**src/core/acm_pkg.sv**
```systemverilog
// Shared constants and types of the autonomous channel monitor.
// Assumes a 100 MHz core clock; all times are converted to cycles here.
package acm_pkg;
  // ----------------------------------------------------------------
  // Channels and widths
  // ----------------------------------------------------------------
  localparam int NCH = 10;
  localparam int NAIN = 8;
  localparam int NPAIR = 4;
  localparam int RES_BITS = 10;
  localparam int RAW_BITS = 11;
  localparam int FLT_BITS = 4;
  localparam int WAIT_BITS = 4;
  localparam int TX_BITS = 24;
  localparam logic [4:0] CMD_BITS = 5'h08;
  localparam int AVG_LOG = 2;
  localparam logic [1:0] AVG_LAST = 2'h3;
  localparam logic [3:0] ADDR_TEMP = 4'h0;
  localparam logic [3:0] ADDR_ANALOG_INPUT_0 = 4'h2;
  localparam logic [3:0] SEL_GND = 4'hF;
  // ----------------------------------------------------------------
  // Times
  // ----------------------------------------------------------------
  localparam int CLK_NS = 10;
  localparam int T_CONV_NS = 10600;
  localparam int T_TEMP_NS = 46000;
  localparam int T_ACQ_NS = 1500;
  localparam int T_WAIT_NS = 10000;
  localparam int CONV_CYC = T_CONV_NS / CLK_NS;
  localparam int TEMP_CYC = T_TEMP_NS / CLK_NS;
  localparam int ACQ_CYC = T_ACQ_NS / CLK_NS;
  localparam int WAIT_CYC = T_WAIT_NS / CLK_NS;
  // ----------------------------------------------------------------
  // Commands and states
  // ----------------------------------------------------------------
  localparam logic [3:0] CMD_MANUAL = 4'h0;
  localparam logic [3:0] CMD_RD_ALARM = 4'h1;
  localparam logic [3:0] CMD_RD_DATA = 4'h2;
  localparam logic [3:0] CMD_RESET = 4'h7;
  localparam logic [3:0] CMD_CLR_SEL = 4'h8;
  localparam logic [3:0] CMD_CLR_ALL = 4'h9;
  typedef enum logic [1:0] {
    ACM_IDLE = 2'b00,
    ACM_CONV = 2'b01,
    ACM_WAIT = 2'b10
  } acm_state_e;
endpackage

```
**src/core/acm_if.sv**
```systemverilog
// Carriers between the monitor core, its serial port and its conversion timer.
// Assumes all three sit on the same core clock.
`timescale 1ns/1ps
`default_nettype none
interface acm_ser_if;
  logic cmd_stb;
  logic [acm_pkg::CMD_BITS-1:0] cmd;
  logic cs_rise;
  logic [acm_pkg::TX_BITS-1:0] tx;
  modport port (output cmd_stb, cmd, cs_rise, input tx);
  modport core (input cmd_stb, cmd, cs_rise, output tx);
endinterface

interface acm_conv_if;
  logic start;
  logic temp;
  logic acq;
  logic signed [acm_pkg::RAW_BITS-1:0] code;
  logic done;
  logic signed [acm_pkg::RAW_BITS:0] res;
  modport conv (input start, temp, acq, code, output done, res);
  modport core (output start, temp, acq, code, input done, res);
endinterface
`default_nettype wire

```
**src/core/acm_spi.sv**
```systemverilog
// Serial slave port: command capture and read-back shifter.
// Assumes pin inputs are asynchronous to mclk_i and the link clock is slow.
`timescale 1ns/1ps
`default_nettype none
module acm_spi (
  input wire logic mclk_i,
  input wire logic rst_i,
  input wire logic ce_i,
  input wire logic cs_n_i,
  input wire logic sclk_i,
  input wire logic din_i,
  output logic dout_o,
  output logic dout_oe_o,
  acm_ser_if.port s
);
  import acm_pkg::*;
  typedef struct packed {
    logic [2:0] s1;
    logic [2:0] s2;
    logic [1:0] s3;
    logic [4:0] bitc;
    logic [CMD_BITS-1:0] cmd;
    logic [TX_BITS-1:0] sh;
    logic dout;
    logic oe;
    logic stb;
    logic rise;
  } acm_spi_s;
  acm_spi_s q, next_q;
  // The synchronisers wake at the idle select level, so reset shows no false select edge and no drive.
  localparam acm_spi_s RST_Q = '{s1: 3'h4, s2: 3'h4, s3: 2'h2, default: '0};
  logic cs, rise, fall;
  assign cs = q.s2[2];
  assign rise = !q.s3[0] && q.s2[1];
  assign fall = q.s3[0] && !q.s2[1];

  always_comb begin
    next_q = q;
    next_q.s1 = {cs_n_i, sclk_i, din_i};
    next_q.s2 = q.s1;
    next_q.s3 = q.s2[2:1];
    next_q.stb = 1'b0;
    next_q.rise = cs && !q.s3[1];
    next_q.oe = !cs;
    if (cs) begin
      next_q.bitc = 5'h00;
      next_q.cmd = '0;
      next_q.sh = '0;
      next_q.dout = 1'b0;
    end else if (rise && q.bitc < CMD_BITS) begin
      next_q.cmd = {q.cmd[CMD_BITS-2:0], q.s2[0]};
      next_q.bitc = q.bitc + 5'h01;
      next_q.stb = (q.bitc == CMD_BITS - 5'h01);
    end else if (fall && q.bitc == CMD_BITS) begin
      next_q.dout = s.tx[TX_BITS-1];
      next_q.sh = {s.tx[TX_BITS-2:0], 1'b0};
      next_q.bitc = q.bitc + 5'h01;
    end else if (fall && q.bitc > CMD_BITS) begin
      next_q.dout = q.sh[TX_BITS-1];
      next_q.sh = {q.sh[TX_BITS-2:0], 1'b0};
    end
  end

  always_ff @(posedge mclk_i or posedge rst_i) begin
    if (rst_i) begin
      q <= RST_Q;
    end else if (ce_i) begin
      q <= next_q;
    end
  end

  assign dout_o = q.dout;
  assign dout_oe_o = q.oe;
  assign s.cmd_stb = q.stb;
  assign s.cmd = q.cmd;
  assign s.cs_rise = q.rise;
endmodule // acm_spi
`default_nettype wire

```
**src/core/acm_conv.sv**
```systemverilog
// Conversion timer: acquisition, voltage and two-step temperature timing.
// Assumes the front end presents a settled signed code on the conv carrier.
`timescale 1ns/1ps
`default_nettype none
module acm_conv #(
  parameter int TEMP_CYCLES = acm_pkg::TEMP_CYC
) (
  input wire logic mclk_i,
  input wire logic rst_i,
  input wire logic ce_i,
  acm_conv_if.conv c
);
  import acm_pkg::*;
  typedef struct packed {
    logic busy;
    logic done;
    logic temp;
    logic acq;
    logic [12:0] cnt;
    logic [12:0] half;
    logic [12:0] el;
    logic signed [RAW_BITS-1:0] first;
    logic signed [RAW_BITS:0] res;
  } acm_conv_s;
  acm_conv_s q, next_q;

  always_comb begin
    next_q = q;
    next_q.done = 1'b0;
    if (!q.busy) begin
      if (c.start) begin
        next_q.busy = 1'b1;
        next_q.temp = c.temp;
        next_q.acq = c.acq;
        next_q.el = 13'h0000;
        next_q.cnt = 13'(c.acq ? ACQ_CYC : 0) + 13'(c.temp ? TEMP_CYCLES : CONV_CYC);
        next_q.half = 13'(c.temp ? TEMP_CYCLES / 2 : 0);
      end
    end else begin
      next_q.cnt = q.cnt - 13'h0001;
      next_q.el = q.el + 13'h0001;
      if (q.temp && q.cnt == q.half) begin
        next_q.first = c.code;
      end
      if (q.cnt == 13'h0001) begin
        next_q.busy = 1'b0;
        next_q.done = 1'b1;
        next_q.res = q.temp ? $signed({c.code[RAW_BITS-1], c.code}) - $signed({q.first[RAW_BITS-1], q.first})
                            : $signed({c.code[RAW_BITS-1], c.code});
      end
    end
  end

  always_ff @(posedge mclk_i or posedge rst_i) begin
    if (rst_i) begin
      q <= '0;
    end else if (ce_i) begin
      q <= next_q;
    end
  end

  assign c.done = q.done;
  assign c.res = q.res;
endmodule // acm_conv
`default_nettype wire

```
**src/core/acm_top.sv**
```systemverilog
// Autonomous channel monitor: scan sequencer, coding, averaging, limits,
// fault counting, alarm register, interrupt pin and serial command decode.
// Assumes configuration ports and the converter code share mclk_i; serial pins
// are asynchronous and are synchronised in the port module.
`timescale 1ns/1ps
`default_nettype none
module acm_top #(
  parameter int TEMP_CYCLES = acm_pkg::TEMP_CYC
) (
  input wire logic mclk_i,
  input wire logic rst_i,
  input wire logic ce_i,
  input wire logic cs_n_i,
  input wire logic sclk_i,
  input wire logic din_i,
  output logic dout_o,
  output logic dout_oe_o,
  output logic int_o,
  output logic int_oe_o,
  input wire logic scan_auto_i,
  input wire logic [acm_pkg::NCH-1:0] chan_en_i,
  input wire logic [acm_pkg::NPAIR-1:0] diff_i,
  input wire logic [acm_pkg::NPAIR-1:0] bipolar_i,
  input wire logic [acm_pkg::NAIN-1:0] temp_i,
  input wire logic avg_en_i,
  input wire logic [acm_pkg::FLT_BITS-1:0] fault_lim_i,
  input wire logic [acm_pkg::WAIT_BITS-1:0] wait_i,
  input wire logic int_od_i,
  input wire logic int_pol_i,
  input wire logic [acm_pkg::NCH-1:0][acm_pkg::RES_BITS-1:0] upper_i,
  input wire logic [acm_pkg::NCH-1:0][acm_pkg::RES_BITS-1:0] lower_i,
  input wire logic signed [acm_pkg::RAW_BITS-1:0] adc_code_i,
  output logic start_o,
  output logic [3:0] pos_sel_o,
  output logic [3:0] neg_sel_o,
  output logic [acm_pkg::NCH-1:0] alarm_o
);
  import acm_pkg::*;

  // ----------------------------------------------------------------
  // State
  // ----------------------------------------------------------------
  typedef struct packed {
    acm_state_e st;
    logic [3:0] ch;
    logic [1:0] avg;
    logic signed [12:0] acc;
    logic man;
    logic [3:0] man_ch;
    logic [13:0] wcnt;
    logic start;
    logic acq;
    logic [3:0] pos;
    logic [3:0] neg;
    logic [NCH-1:0][RES_BITS-1:0] data;
    logic [NCH-1:0][FLT_BITS-1:0] fcnt;
    logic [NCH-1:0] alarm;
    logic [TX_BITS-1:0] tx;
    logic intr;
    logic int_oe;
  } acm_top_s;
  acm_top_s q, next_q;

  acm_ser_if ser ();
  acm_conv_if cv ();

  acm_spi u_spi (
    .mclk_i(mclk_i),
    .rst_i(rst_i),
    .ce_i(ce_i),
    .cs_n_i(cs_n_i),
    .sclk_i(sclk_i),
    .din_i(din_i),
    .dout_o(dout_o),
    .dout_oe_o(dout_oe_o),
    .s(ser.port)
  );

  acm_conv #(.TEMP_CYCLES(TEMP_CYCLES)) u_conv (
    .mclk_i(mclk_i),
    .rst_i(rst_i),
    .ce_i(ce_i),
    .c(cv.conv)
  );

  // ----------------------------------------------------------------
  // Channel attributes
  // ----------------------------------------------------------------
  function automatic logic [1:0] pair_of(input logic [3:0] ch);
    return 2'((ch - ADDR_ANALOG_INPUT_0) >> 1);
  endfunction

  function automatic logic is_diff(input logic [3:0] ch);
    return ch >= ADDR_ANALOG_INPUT_0 && diff_i[pair_of(ch)];
  endfunction

  function automatic logic is_temp(input logic [3:0] ch);
    return ch == ADDR_TEMP || (ch >= ADDR_ANALOG_INPUT_0 && temp_i[3'(ch - ADDR_ANALOG_INPUT_0)]);
  endfunction

  // Single-ended inputs never take the bipolar setting.
  function automatic logic is_sgn(input logic [3:0] ch);
    return is_temp(ch) || (is_diff(ch) && bipolar_i[pair_of(ch)]);
  endfunction

  // The odd member of a differential pair is never converted on its own.
  function automatic logic usable(input logic [3:0] ch);
    return ch < 4'(NCH) && !(is_diff(ch) && ch[0]);
  endfunction

  function automatic logic [4:0] next_from(input logic [3:0] from);
    logic [4:0] r;
    r = 5'h00;
    for (int i = NCH - 1; i >= 0; i--) begin
      if (4'(i) >= from && chan_en_i[i] && usable(4'(i))) begin
        r = {1'b1, 4'(i)};
      end
    end
    return r;
  endfunction

  function automatic logic [RES_BITS-1:0] code(input logic signed [RAW_BITS:0] r, input logic sgn);
    logic [RES_BITS-1:0] v;
    v = r[RES_BITS-1:0];
    if (sgn) begin
      if (r < 12'shE00) v = 10'h200;
      else if (r > 12'sh1FF) v = 10'h1FF;
    end else begin
      if (r < 12'sh000) v = 10'h000;
      else if (r > 12'sh3FF) v = 10'h3FF;
    end
    return v;
  endfunction

  // ----------------------------------------------------------------
  // Next state
  // ----------------------------------------------------------------
  logic [4:0] nf_first, nf_after;
  logic sgn_c;
  logic [RES_BITS-1:0] smp, val;
  logic signed [12:0] sum;
  logic viol, lo_hit, hi_hit;
  logic [FLT_BITS-1:0] fc;
  logic [3:0] a;
  logic act, lvl;

  always_comb begin
    next_q = q;
    next_q.start = 1'b0;
    // Evaluated here so that a change on the configuration ports alone reaches them.
    nf_first = next_from(4'h0);
    nf_after = next_from(q.ch + 4'h1);
    sgn_c = is_sgn(q.ch);
    a = ser.cmd[3:0];
    smp = code(cv.res, sgn_c);
    sum = q.acc + (sgn_c ? {{3{smp[RES_BITS-1]}}, smp} : {3'h0, smp});
    val = avg_en_i ? sum[AVG_LOG +: RES_BITS] : sum[RES_BITS-1:0];
    hi_hit = sgn_c ? $signed(val) > $signed(upper_i[q.ch]) : val > upper_i[q.ch];
    lo_hit = sgn_c ? $signed(val) < $signed(lower_i[q.ch]) : val < lower_i[q.ch];
    viol = hi_hit || lo_hit;
    fc = q.fcnt[q.ch] == '1 ? q.fcnt[q.ch] : q.fcnt[q.ch] + 4'h1;

    // Command decode; clears alarms before the conversion update so a fault
    // landing in the same cycle still sets its alarm.
    if (ser.cmd_stb) begin
      unique case (ser.cmd[7:4])
        CMD_MANUAL: begin
          next_q.man = 1'b1;
          next_q.man_ch = a;
        end
        CMD_RD_ALARM: next_q.tx = {q.alarm, 14'h0000};
        CMD_RD_DATA: next_q.tx = a < 4'(NCH) ? {q.data[a], 14'h0000} : '0;
        CMD_CLR_SEL: begin
          if (a < 4'(NCH)) begin
            next_q.alarm[a] = 1'b0;
            next_q.fcnt[a] = '0;
          end
        end
        CMD_CLR_ALL: begin
          next_q.alarm = '0;
          next_q.fcnt = '0;
        end
        CMD_RESET: begin
          next_q.alarm = '0;
          next_q.fcnt = '0;
          next_q.data = '0;
          next_q.man = 1'b0;
        end
        default: next_q.tx = '0;
      endcase
    end

    unique case (q.st)
      ACM_IDLE: begin
        if (scan_auto_i && nf_first[4]) begin
          next_q.st = ACM_CONV;
          next_q.ch = nf_first[3:0];
          next_q.start = 1'b1;
          next_q.acq = 1'b0;
        end else if (ser.cs_rise && q.man) begin
          next_q.man = 1'b0;
          if (!scan_auto_i && usable(q.man_ch)) begin
            next_q.st = ACM_CONV;
            next_q.ch = q.man_ch;
            next_q.start = 1'b1;
            next_q.acq = 1'b1;
          end
        end
      end
      ACM_CONV: begin
        if (cv.done) begin
          if (avg_en_i && q.avg != AVG_LAST) begin
            next_q.acc = sum;
            next_q.avg = q.avg + 2'h1;
            next_q.start = 1'b1;
          end else begin
            next_q.acc = '0;
            next_q.avg = 2'h0;
            next_q.data[q.ch] = val;
            if (viol) begin
              next_q.fcnt[q.ch] = fc;
              if (fc > fault_lim_i) next_q.alarm[q.ch] = 1'b1;
            end
            if (q.acq) begin
              next_q.st = ACM_IDLE;
            end else if (nf_after[4]) begin
              next_q.ch = nf_after[3:0];
              next_q.start = 1'b1;
            end else begin
              next_q.st = ACM_WAIT;
              next_q.wcnt = 14'(wait_i * WAIT_CYC);
            end
          end
        end
      end
      ACM_WAIT: begin
        if (q.wcnt == 14'h0000) next_q.st = ACM_IDLE;
        else next_q.wcnt = q.wcnt - 14'h0001;
      end
      default: next_q.st = ACM_IDLE;
    endcase

    if (next_q.start) begin
      next_q.pos = next_q.ch;
      next_q.neg = is_diff(next_q.ch) ? next_q.ch + 4'h1 : SEL_GND;
    end

    // Open-drain can only pull low, so it drives whenever the pin should read low.
    act = |q.alarm;
    lvl = int_pol_i ? act : !act;
    next_q.intr = int_od_i ? 1'b0 : lvl;
    next_q.int_oe = int_od_i ? !lvl : 1'b1;
  end

  always_ff @(posedge mclk_i or posedge rst_i) begin
    if (rst_i) begin
      q <= '0;
    end else if (ce_i) begin
      q <= next_q;
    end
  end

  assign ser.tx = q.tx;
  assign cv.start = q.start;
  always_comb begin
    cv.temp = is_temp(q.ch);
  end
  assign cv.acq = q.acq;
  assign cv.code = adc_code_i;
  assign start_o = q.start;
  assign pos_sel_o = q.pos;
  assign neg_sel_o = q.neg;
  assign alarm_o = q.alarm;
  assign int_o = q.intr;
  assign int_oe_o = q.int_oe;
endmodule // acm_top
`default_nettype wire

```
**config.mk**
```make
export PLATFORM = sky130hd
export DESIGN_NAME = acm_top
export DESIGN_NICKNAME = d
export VERILOG_FILES = /design/src/core/acm_pkg.sv /design/src/core/acm_if.sv /design/src/core/acm_spi.sv /design/src/core/acm_conv.sv /design/src/core/acm_top.sv
export SDC_FILE = /design/constraint.sdc
export NUM_CORES = 1
export LEC_CHECK = 0
export BUFFER_PORTS_ARGS = -buffer_cell sky130_fd_sc_hd__buf_2
export CORE_MARGIN = 2
export CORE_UTILIZATION = 48
export DETAILED_ROUTE_END_ITERATION = 12
export PLACE_DENSITY_LB_ADDON = 0.2
export SETUP_SLACK_MARGIN = 0.02
export SLEW_MARGIN = 20
export SYNTH_ARGS = -nofsm -noshare
export SYNTH_HDL_FRONTEND = slang
export SYNTH_SLANG_ARGS = --single-unit
```
**constraint.sdc**
```tcl
create_clock -name mclk_i -period 12.6 [get_ports mclk_i]
set_input_delay 1.89 -clock mclk_i [delete_from_list [all_inputs] [get_ports mclk_i]]
set_output_delay 1.89 -clock mclk_i [all_outputs]
set_load 0.02 [all_outputs]
```
## Word level (Yosys, flattened, before mapping)

Cells that the tools add are included.

| storage, ports and cells | value |
|---|---|
| register bits | 327 |
| input bits | 255 |
| logic and storage cells | 336 |
| output and inout port bits | 23 |

| cells by class | value |
|---|---|
| muxes and demuxes | 125 |
| add/sub/neg operators | 13 |
| reduce and logical (&&, ||, !) cells | 81 |
| $lt $le $gt $ge | 34 |
| equality and inequality tests | 23 |
| $mul | 1 |
| bitwise operators | 7 |

Operators with widths:

| operator | number |
|---|---|
| 150-bit two-way mux | 3 |
| 174-bit two-way mux | 1 |
| 10-bit binary-select mux with 4-bit select | 3 |
| 5-bit two-way mux | 23 |
| 10-bit two-way mux | 11 |
| 100-bit bitwise mux | 1 |
| 100-bit two-way mux | 1 |
| 50-bit two-way mux | 2 |
| 50-bit one-hot mux with 2 select lines | 1 |
| 25-bit two-way mux | 3 |
| 24-bit one-hot mux with 3 select lines | 1 |
| 15-bit two-way mux | 3 |
| 14-bit two-way mux | 3 |
| 40-bit bitwise AND | 1 |
| 40-bit bitwise mux | 1 |
| 10-bit demux with 4-bit select | 1 |
| 40-bit inverter | 1 |
| 13-bit two-way mux | 3 |
| 39-bit two-way mux | 1 |
| 1-bit logical AND | 38 |
| 38-bit two-way mux | 1 |
| 4-bit demux with 4-bit select | 2 |
| 4-bit two-way mux | 8 |
| 14-bit one-hot mux with 2 select lines | 1 |
| other kinds (73) | 170 |

## Logic depth before layout (Yosys ltp)

| depth | value |
|---|---|
| word-level depth | 24 |
| mapped depth | 37 |
| depth with buffers taken out | 32 |

## Cells and area by module

A second synthesis with hierarchy kept.

| unflattened totals | value |
|---|---|
| cells, all modules | 1954 |
| area total of the unflattened synthesis | 19419.9 um^2 |

Modules (own cells, without submodules):

| module | cells each | area each (um^2) | sequential area each (um^2) | times used |
|---|---|---|---|---|
| acm_top | 1497 | 14502.7 | 5280.1 | 1 |
| acm_conv | 290 | 2637.5 | 975.9 | 1 |
| acm_spi | 167 | 2279.7 | 1204.9 | 1 |

## Least setup slack after synthesis

OpenSTA, ideal clock, no wires.

| timing path | value |
|---|---|
| path type | input -> register |
| start point | input port temp_i[1] (netlist name) |
| end point | register q[70] (netlist name) |
| stages on the path | 30 |
| buffers on the path | 3 |
| setup time | 0.121 ns |
| data required time | 12.479 ns |
| arrival | 7.110 ns |
| path slack | 5.369 ns |
| cells stage by stage | mux4_2 > mux2i_1 > o22ai_2 > a21o_4 > and2_1 > clkbuf_1 > nand2_1 > nand2_1 > a21o_1 > ha_1 > a21o_1 > a21oi_1 > o211ai_1 > a41oi_1 > nand3b_1 > nand2_1 > or3_1 > o211ai_2 > buf_4 > inv_2 > ha_1 > nor2_1 > nand3_1 > o32a_1 > a2111oi_0 > a31oi_1 > buf_6 > a21oi_4 > o21ai_2 > a22o_1 |

| on the way | value |
|---|---|
| word-level cells in the longest chain between the ends | 16 |
| elaborated cells on any way between the ends | 20 |
| those cells by class | add/sub (1); order compare (4); mux (11); reduce/logical (4) |

Ends and longest elaborated chain:

| element | line | source |
|---|---|---|
| start: declaration | acm_top.sv:24 | `input wire logic [acm_pkg::NAIN-1:0] temp_i,` |
| 1-bit binary-select mux with 3-bit select (*) | n/a |  |
| 1-bit two-way mux (*) | n/a |  |
| 1-bit logical AND (*) | n/a |  |
| 1-bit logical OR (*) | n/a |  |
| via cv.temp | acm_if.sv:16 | `logic temp;` |
| 1-bit logical OR (*) | acm_top.sv:103 | `return is_temp(ch) \|\| (is_diff(ch) && bipolar_i[pair_of(ch)]);` |
| 10-bit two-way mux | acm_top.sv:125 | `if (sgn) begin` |
| 13-bit two-way mux | acm_top.sv:156 | `sum = q.acc + (sgn_c ? {{3{smp[RES_BITS-1]}}, smp} : {3'h0, smp});` |
| 13-bit adder | acm_top.sv:156 |  |
| 10-bit two-way mux | acm_top.sv:157 | `val = avg_en_i ? sum[AVG_LOG +: RES_BITS] : sum[RES_BITS-1:0];` |
| 10-bit greater-than comparator or 10-bit less-than comparator (tied branches) | acm_top.sv:158, acm_top.sv:159 |  |
| 1-bit two-way mux, on equally long branches | acm_top.sv:158, acm_top.sv:159 |  |
| 1-bit logical OR (*) | acm_top.sv:160 | `viol = hi_hit \|\| lo_hit;` |
| 50-bit two-way mux (*) | acm_top.sv:220 | `if (viol) begin` |
| 150-bit two-way mux (*) | acm_top.sv:212 | `if (avg_en_i && q.avg != AVG_LAST) begin` |
| 150-bit two-way mux (*) | acm_top.sv:211 | `if (cv.done) begin` |
| 150-bit two-way mux (*) | acm_top.sv:193 | `unique case (q.st)` |
| end signal: assignment | acm_top.sv:259 | `q <= next_q;` |
| end: declaration | acm_top.sv:62 | `acm_top_s q, next_q;` |

The timed path passes the listed nets; every way through them passes the cells marked *. The select of a mux whose other input is x is not followed.
A chain may end at the register's enable or synchronous reset.

## Worst setup path in the final report

| timing path | value |
|---|---|
| start point | register q[222] (netlist name) |
| end point | register q[38] (netlist name) |

| on the way | value |
|---|---|
| word-level cells in the longest chain between the ends | 17 |
| elaborated cells on any way between the ends | 44 |
| those cells by class | add/sub (3); order compare (7); eq/ne (1); mux (25); reduce/logical (8) |

Ends and longest elaborated chain:

| element | line |
|---|---|
| 3-bit by 2-bit subtractor with 3-bit output | n/a |
| 1-bit binary-select mux with 3-bit select | n/a |
| 1-bit two-way mux | n/a |
| 1-bit logical AND | n/a |
| 1-bit logical OR (*) | n/a |
| via cv.temp | acm_if.sv:16 |
| 1-bit logical OR (*) | acm_top.sv:103 |
| 10-bit two-way mux | acm_top.sv:125 |
| (+2 left out) | n/a |
| 10-bit two-way mux | acm_top.sv:157 |
| 10-bit greater-than comparator or 10-bit less-than comparator (tied branches) | acm_top.sv:158, acm_top.sv:159 |
| 1-bit two-way mux, on equally long branches | acm_top.sv:158, acm_top.sv:159 |
| 1-bit logical OR (*) | acm_top.sv:160 |
| 50-bit two-way mux (*) | acm_top.sv:220 |
| 150-bit two-way mux (*) | acm_top.sv:212 |
| 150-bit two-way mux (*) | acm_top.sv:211 |
| 150-bit two-way mux (*) | acm_top.sv:193 |

Marks and branches as above.

==> impl_metrics.ini <==
[synth]
synth-simple-area-share_pct = 13.11
synth_xor_area_share_pct = 1.505
async_flop_share_pct = 100.0
synth_flop_cell = dfrtp_1
synth_compound_area_share_pct = 20.15
yosysSeqAreaShare_pct = 38.36
syn_inst = 1915
yosys_warnings = 0
synth_fp_nets = 2262
synth_fa_ha_area_share_pct = 6.574
synthesis.area_um2 = 18540
synth_mux_area_share_pct = 15.21
avgSynthCellArea_um2 = 9.680
ys_types = 86
synth_edf_count = 0
synth_top_family_by_area = compound AO/OA/AOI/OAI gates
ys_seq_elements = 284

[sta]
finalHoldViolations = 0
rsz0062_at_grt = false
relSlewSlack_pct = 36.98
fin_crit_ps = 8090
layout_worst_path_cycle_share_pct = 64.21
clock_skew_ps = 20.48
setup_tns_ps = 0
setup_viol = 0
slew_viol_final = 0
worst_pin_slew_ps = 938.1
max_freq_mhz = 123.6

[die]
die_w_um = 200.5
dieArea_um2 = 40210
coreArea_um2 = 37840
io_pins = 278
std_cell_rows = 71
die_height_um = 200.5
start_util_pct = 48.98

[grt]
grtUsageTotal_pct = 27.79
grt_overflow = 0
grt_pass1_wl_um = 88900
antenna_found_initial = 3
grt_max_degree = 146
grt_pass1_vias = 16060

[worst_setup_path]
rr_worst_depth = 33
cpPeakStageDelay_ps = 760
critical_path_class = reg -> reg
critical_path.reg2reg.startpoint = q[222]$_DFFE_PP0P_
cp_max_fo = 28
cp.arrival_ps = 8480
worst_ep_required_time_ps = 12990
cp-start-kind = flip-flop
r2r_slack_ps = 4510
reg2reg_to = q[38]$_DFFE_PP0P_
crit_slowest_cell = dfrtp_1
end_kind = flip-flop

[power_and_ir_drop]
p_leak_nw = 9.681
power_density_nw_per_um2 = 162.2
ir_drop_mv = 0.1489

[cts]
postCtsHoldBufs = 0
clkTransAtPathRegs_ps = 60
cts-buffers-inserted = 34
cts_buffer_depth = 3
cts-root-buf = clkbuf_16
cts_tree = done
clk_latency_ps = 520
cts_max_level = 2
postCtsSetupBuffers = 0
cts.sinks = 284
cts_resized = 0

[cells_and_area]
multi_input_area_um2 = 10510
final_cell_mix = dfrtp_1, buf_2, nand2_1, o21ai_0, nor2_1
final_common_cell = dfrtp_1
final_cell_area_um2 = 21270
fin_nets = 2469
drive_gt1_share_pct = 23.03
num-fill-cells = 3408
regArea_um2 = 7117
synthToLayoutAreaGrowth_pct = 14.73

[placed_design]
placed_cell_area_um2 = 20120
gp_congestion = 0.8762
numPortBuffers = 277
dp_hpwl_um = 41400

[detailed_routing]
drt-initial-drc-count = 1504
vias = 16050
dr.pass1.iters = 7
routed_wl_um = 56380
antenna_left = 0
via_per_inst = 6.039
drc = 0
wl_per_cell_um = 21.21

[worst_hold_path]
min_path_cells = 2
hold_class = reg -> reg
worstHoldStart = u_spi.dout_o$_DFFE_PP0P_
worstHoldEndpoint = u_spi.dout_o$_DFFE_PP0P_

[flow_run]
drv_cap = 0

[status]
status = finished, final reports clean
-- power by group --
| part | switching, W | total [W] | internal (W) |
|---|---|---|---|
| Clock | 0.000385 | 0.000993 | 0.000608 |
| Combinational | 0.000855 | 0.00140 | 0.000549 |
| Sequential | 0.0000885 | 0.00105 | 0.000964 |
| Total | 0.00133 | 0.00345 | 0.00212 |
-- critical path: cells and delay by family (launching register included) --
family                     cells  cell delay, ps
adders and majority gates      4            1370
DFF                            1             760
muxes                          1             140
AOI/OAI and AO/OA             14            3540
xor gates and xnor gates       1             200
and+or+nand+nor                8             850
buffers and inverters          5            1060
-- layer usage --
metal  vias up  track usage, %  wire length [um]
met5         -               0                 7
met4         2           11.01              2102
met3       119           4.675              3831
met2       657           47.20             27370
met1      7854           35.49             23060
li1       7419               -                 -
-- synth_stat cells (39+ instances only) --
cell / number / area (um^2)
a21oi_1: 104 / 520.5
o21ai_0: 176 / 880.8
o21ai_1: 39 / 195.2
mux4_2: 70 / 1577
a22o_1: 41 / 359.1
mux2i_1: 87 / 870.8
nand2_1: 220 / 825.8
ha_1: 83 / 1039
inv_1: 92 / 345.3
dfrtp_1: 281 / 7032
clkbuf_1: 67 / 251.5
nand3_1: 59 / 295.3
nor2_1: 118 / 442.9
-- metrics by stage --
step | instances | total power, W | setup slack, ps | hold slack (ps) | utilization, %
finish | 2658 | 0.003449 | 4510 | 476.6 | 56.20
global placement | 2597 | 0.002430 | 4060 | 458.1 | 53.16
CTS | 2656 | 0.003451 | 4296 | 480.8 | 56.11
floorplan | 1915 | 0.002090 | 2879 | 444.6 | -
detailed placement | 2597 | 0.002453 | 3906 | 467.7 | 53.16
global route | 2658 | 0.003626 | 3737 | 499.8 | 56.20
-- area by class of cell --
type	count	share of cell area [%]
Antenna cell	2	0.02353
Clock buffer	52	4.701
Clock inverter	7	0.5471
Inverter	96	1.753
Multi-Input combinational cell	1414	49.43
Sequential cell	284	33.46
Tap cell	511	3.006
Timing Repair Buffer	292	7.077
-- worst max-delay path by stage --
stage | from | end | slack (ps) | depth (start not counted)
floorplan | rst_i | alarm_o[0]$_DFFE_PP0P_ | 2880 | 1
global placement | temp_i[1] | q[38]$_DFFE_PP0P_ | 4060 | 31
detailed placement | temp_i[1] | q[38]$_DFFE_PP0P_ | 3910 | 31
CTS | q[222]$_DFFE_PP0P_ | q[38]$_DFFE_PP0P_ | 4300 | 32
global route | q[222]$_DFFE_PP0P_ | q[38]$_DFFE_PP0P_ | 3740 | 32
finish | q[222]$_DFFE_PP0P_ | q[38]$_DFFE_PP0P_ | 4510 | 33
-- flip-flops by register name, indices dropped and copies added, names as in the netlist, 4 cells and up --
register      count
u_spi.q          17
u_conv.q         26
u_conv.c.res     12
pos_sel_o         4
u_spi.next_q      4
u_spi.s.cmd       8
alarm_o          10
neg_sel_o         4
ser.tx           10
q               179
-- cell families after synthesis --
family,Yosys count
AOI/OAI and AO/OA,571
and+or+nand+nor,530
DFF,284
buffers and inverters,217
muxes,190
adders and majority gates,92
xor gates and xnor gates,31
(Power assumes the default switching activity.)
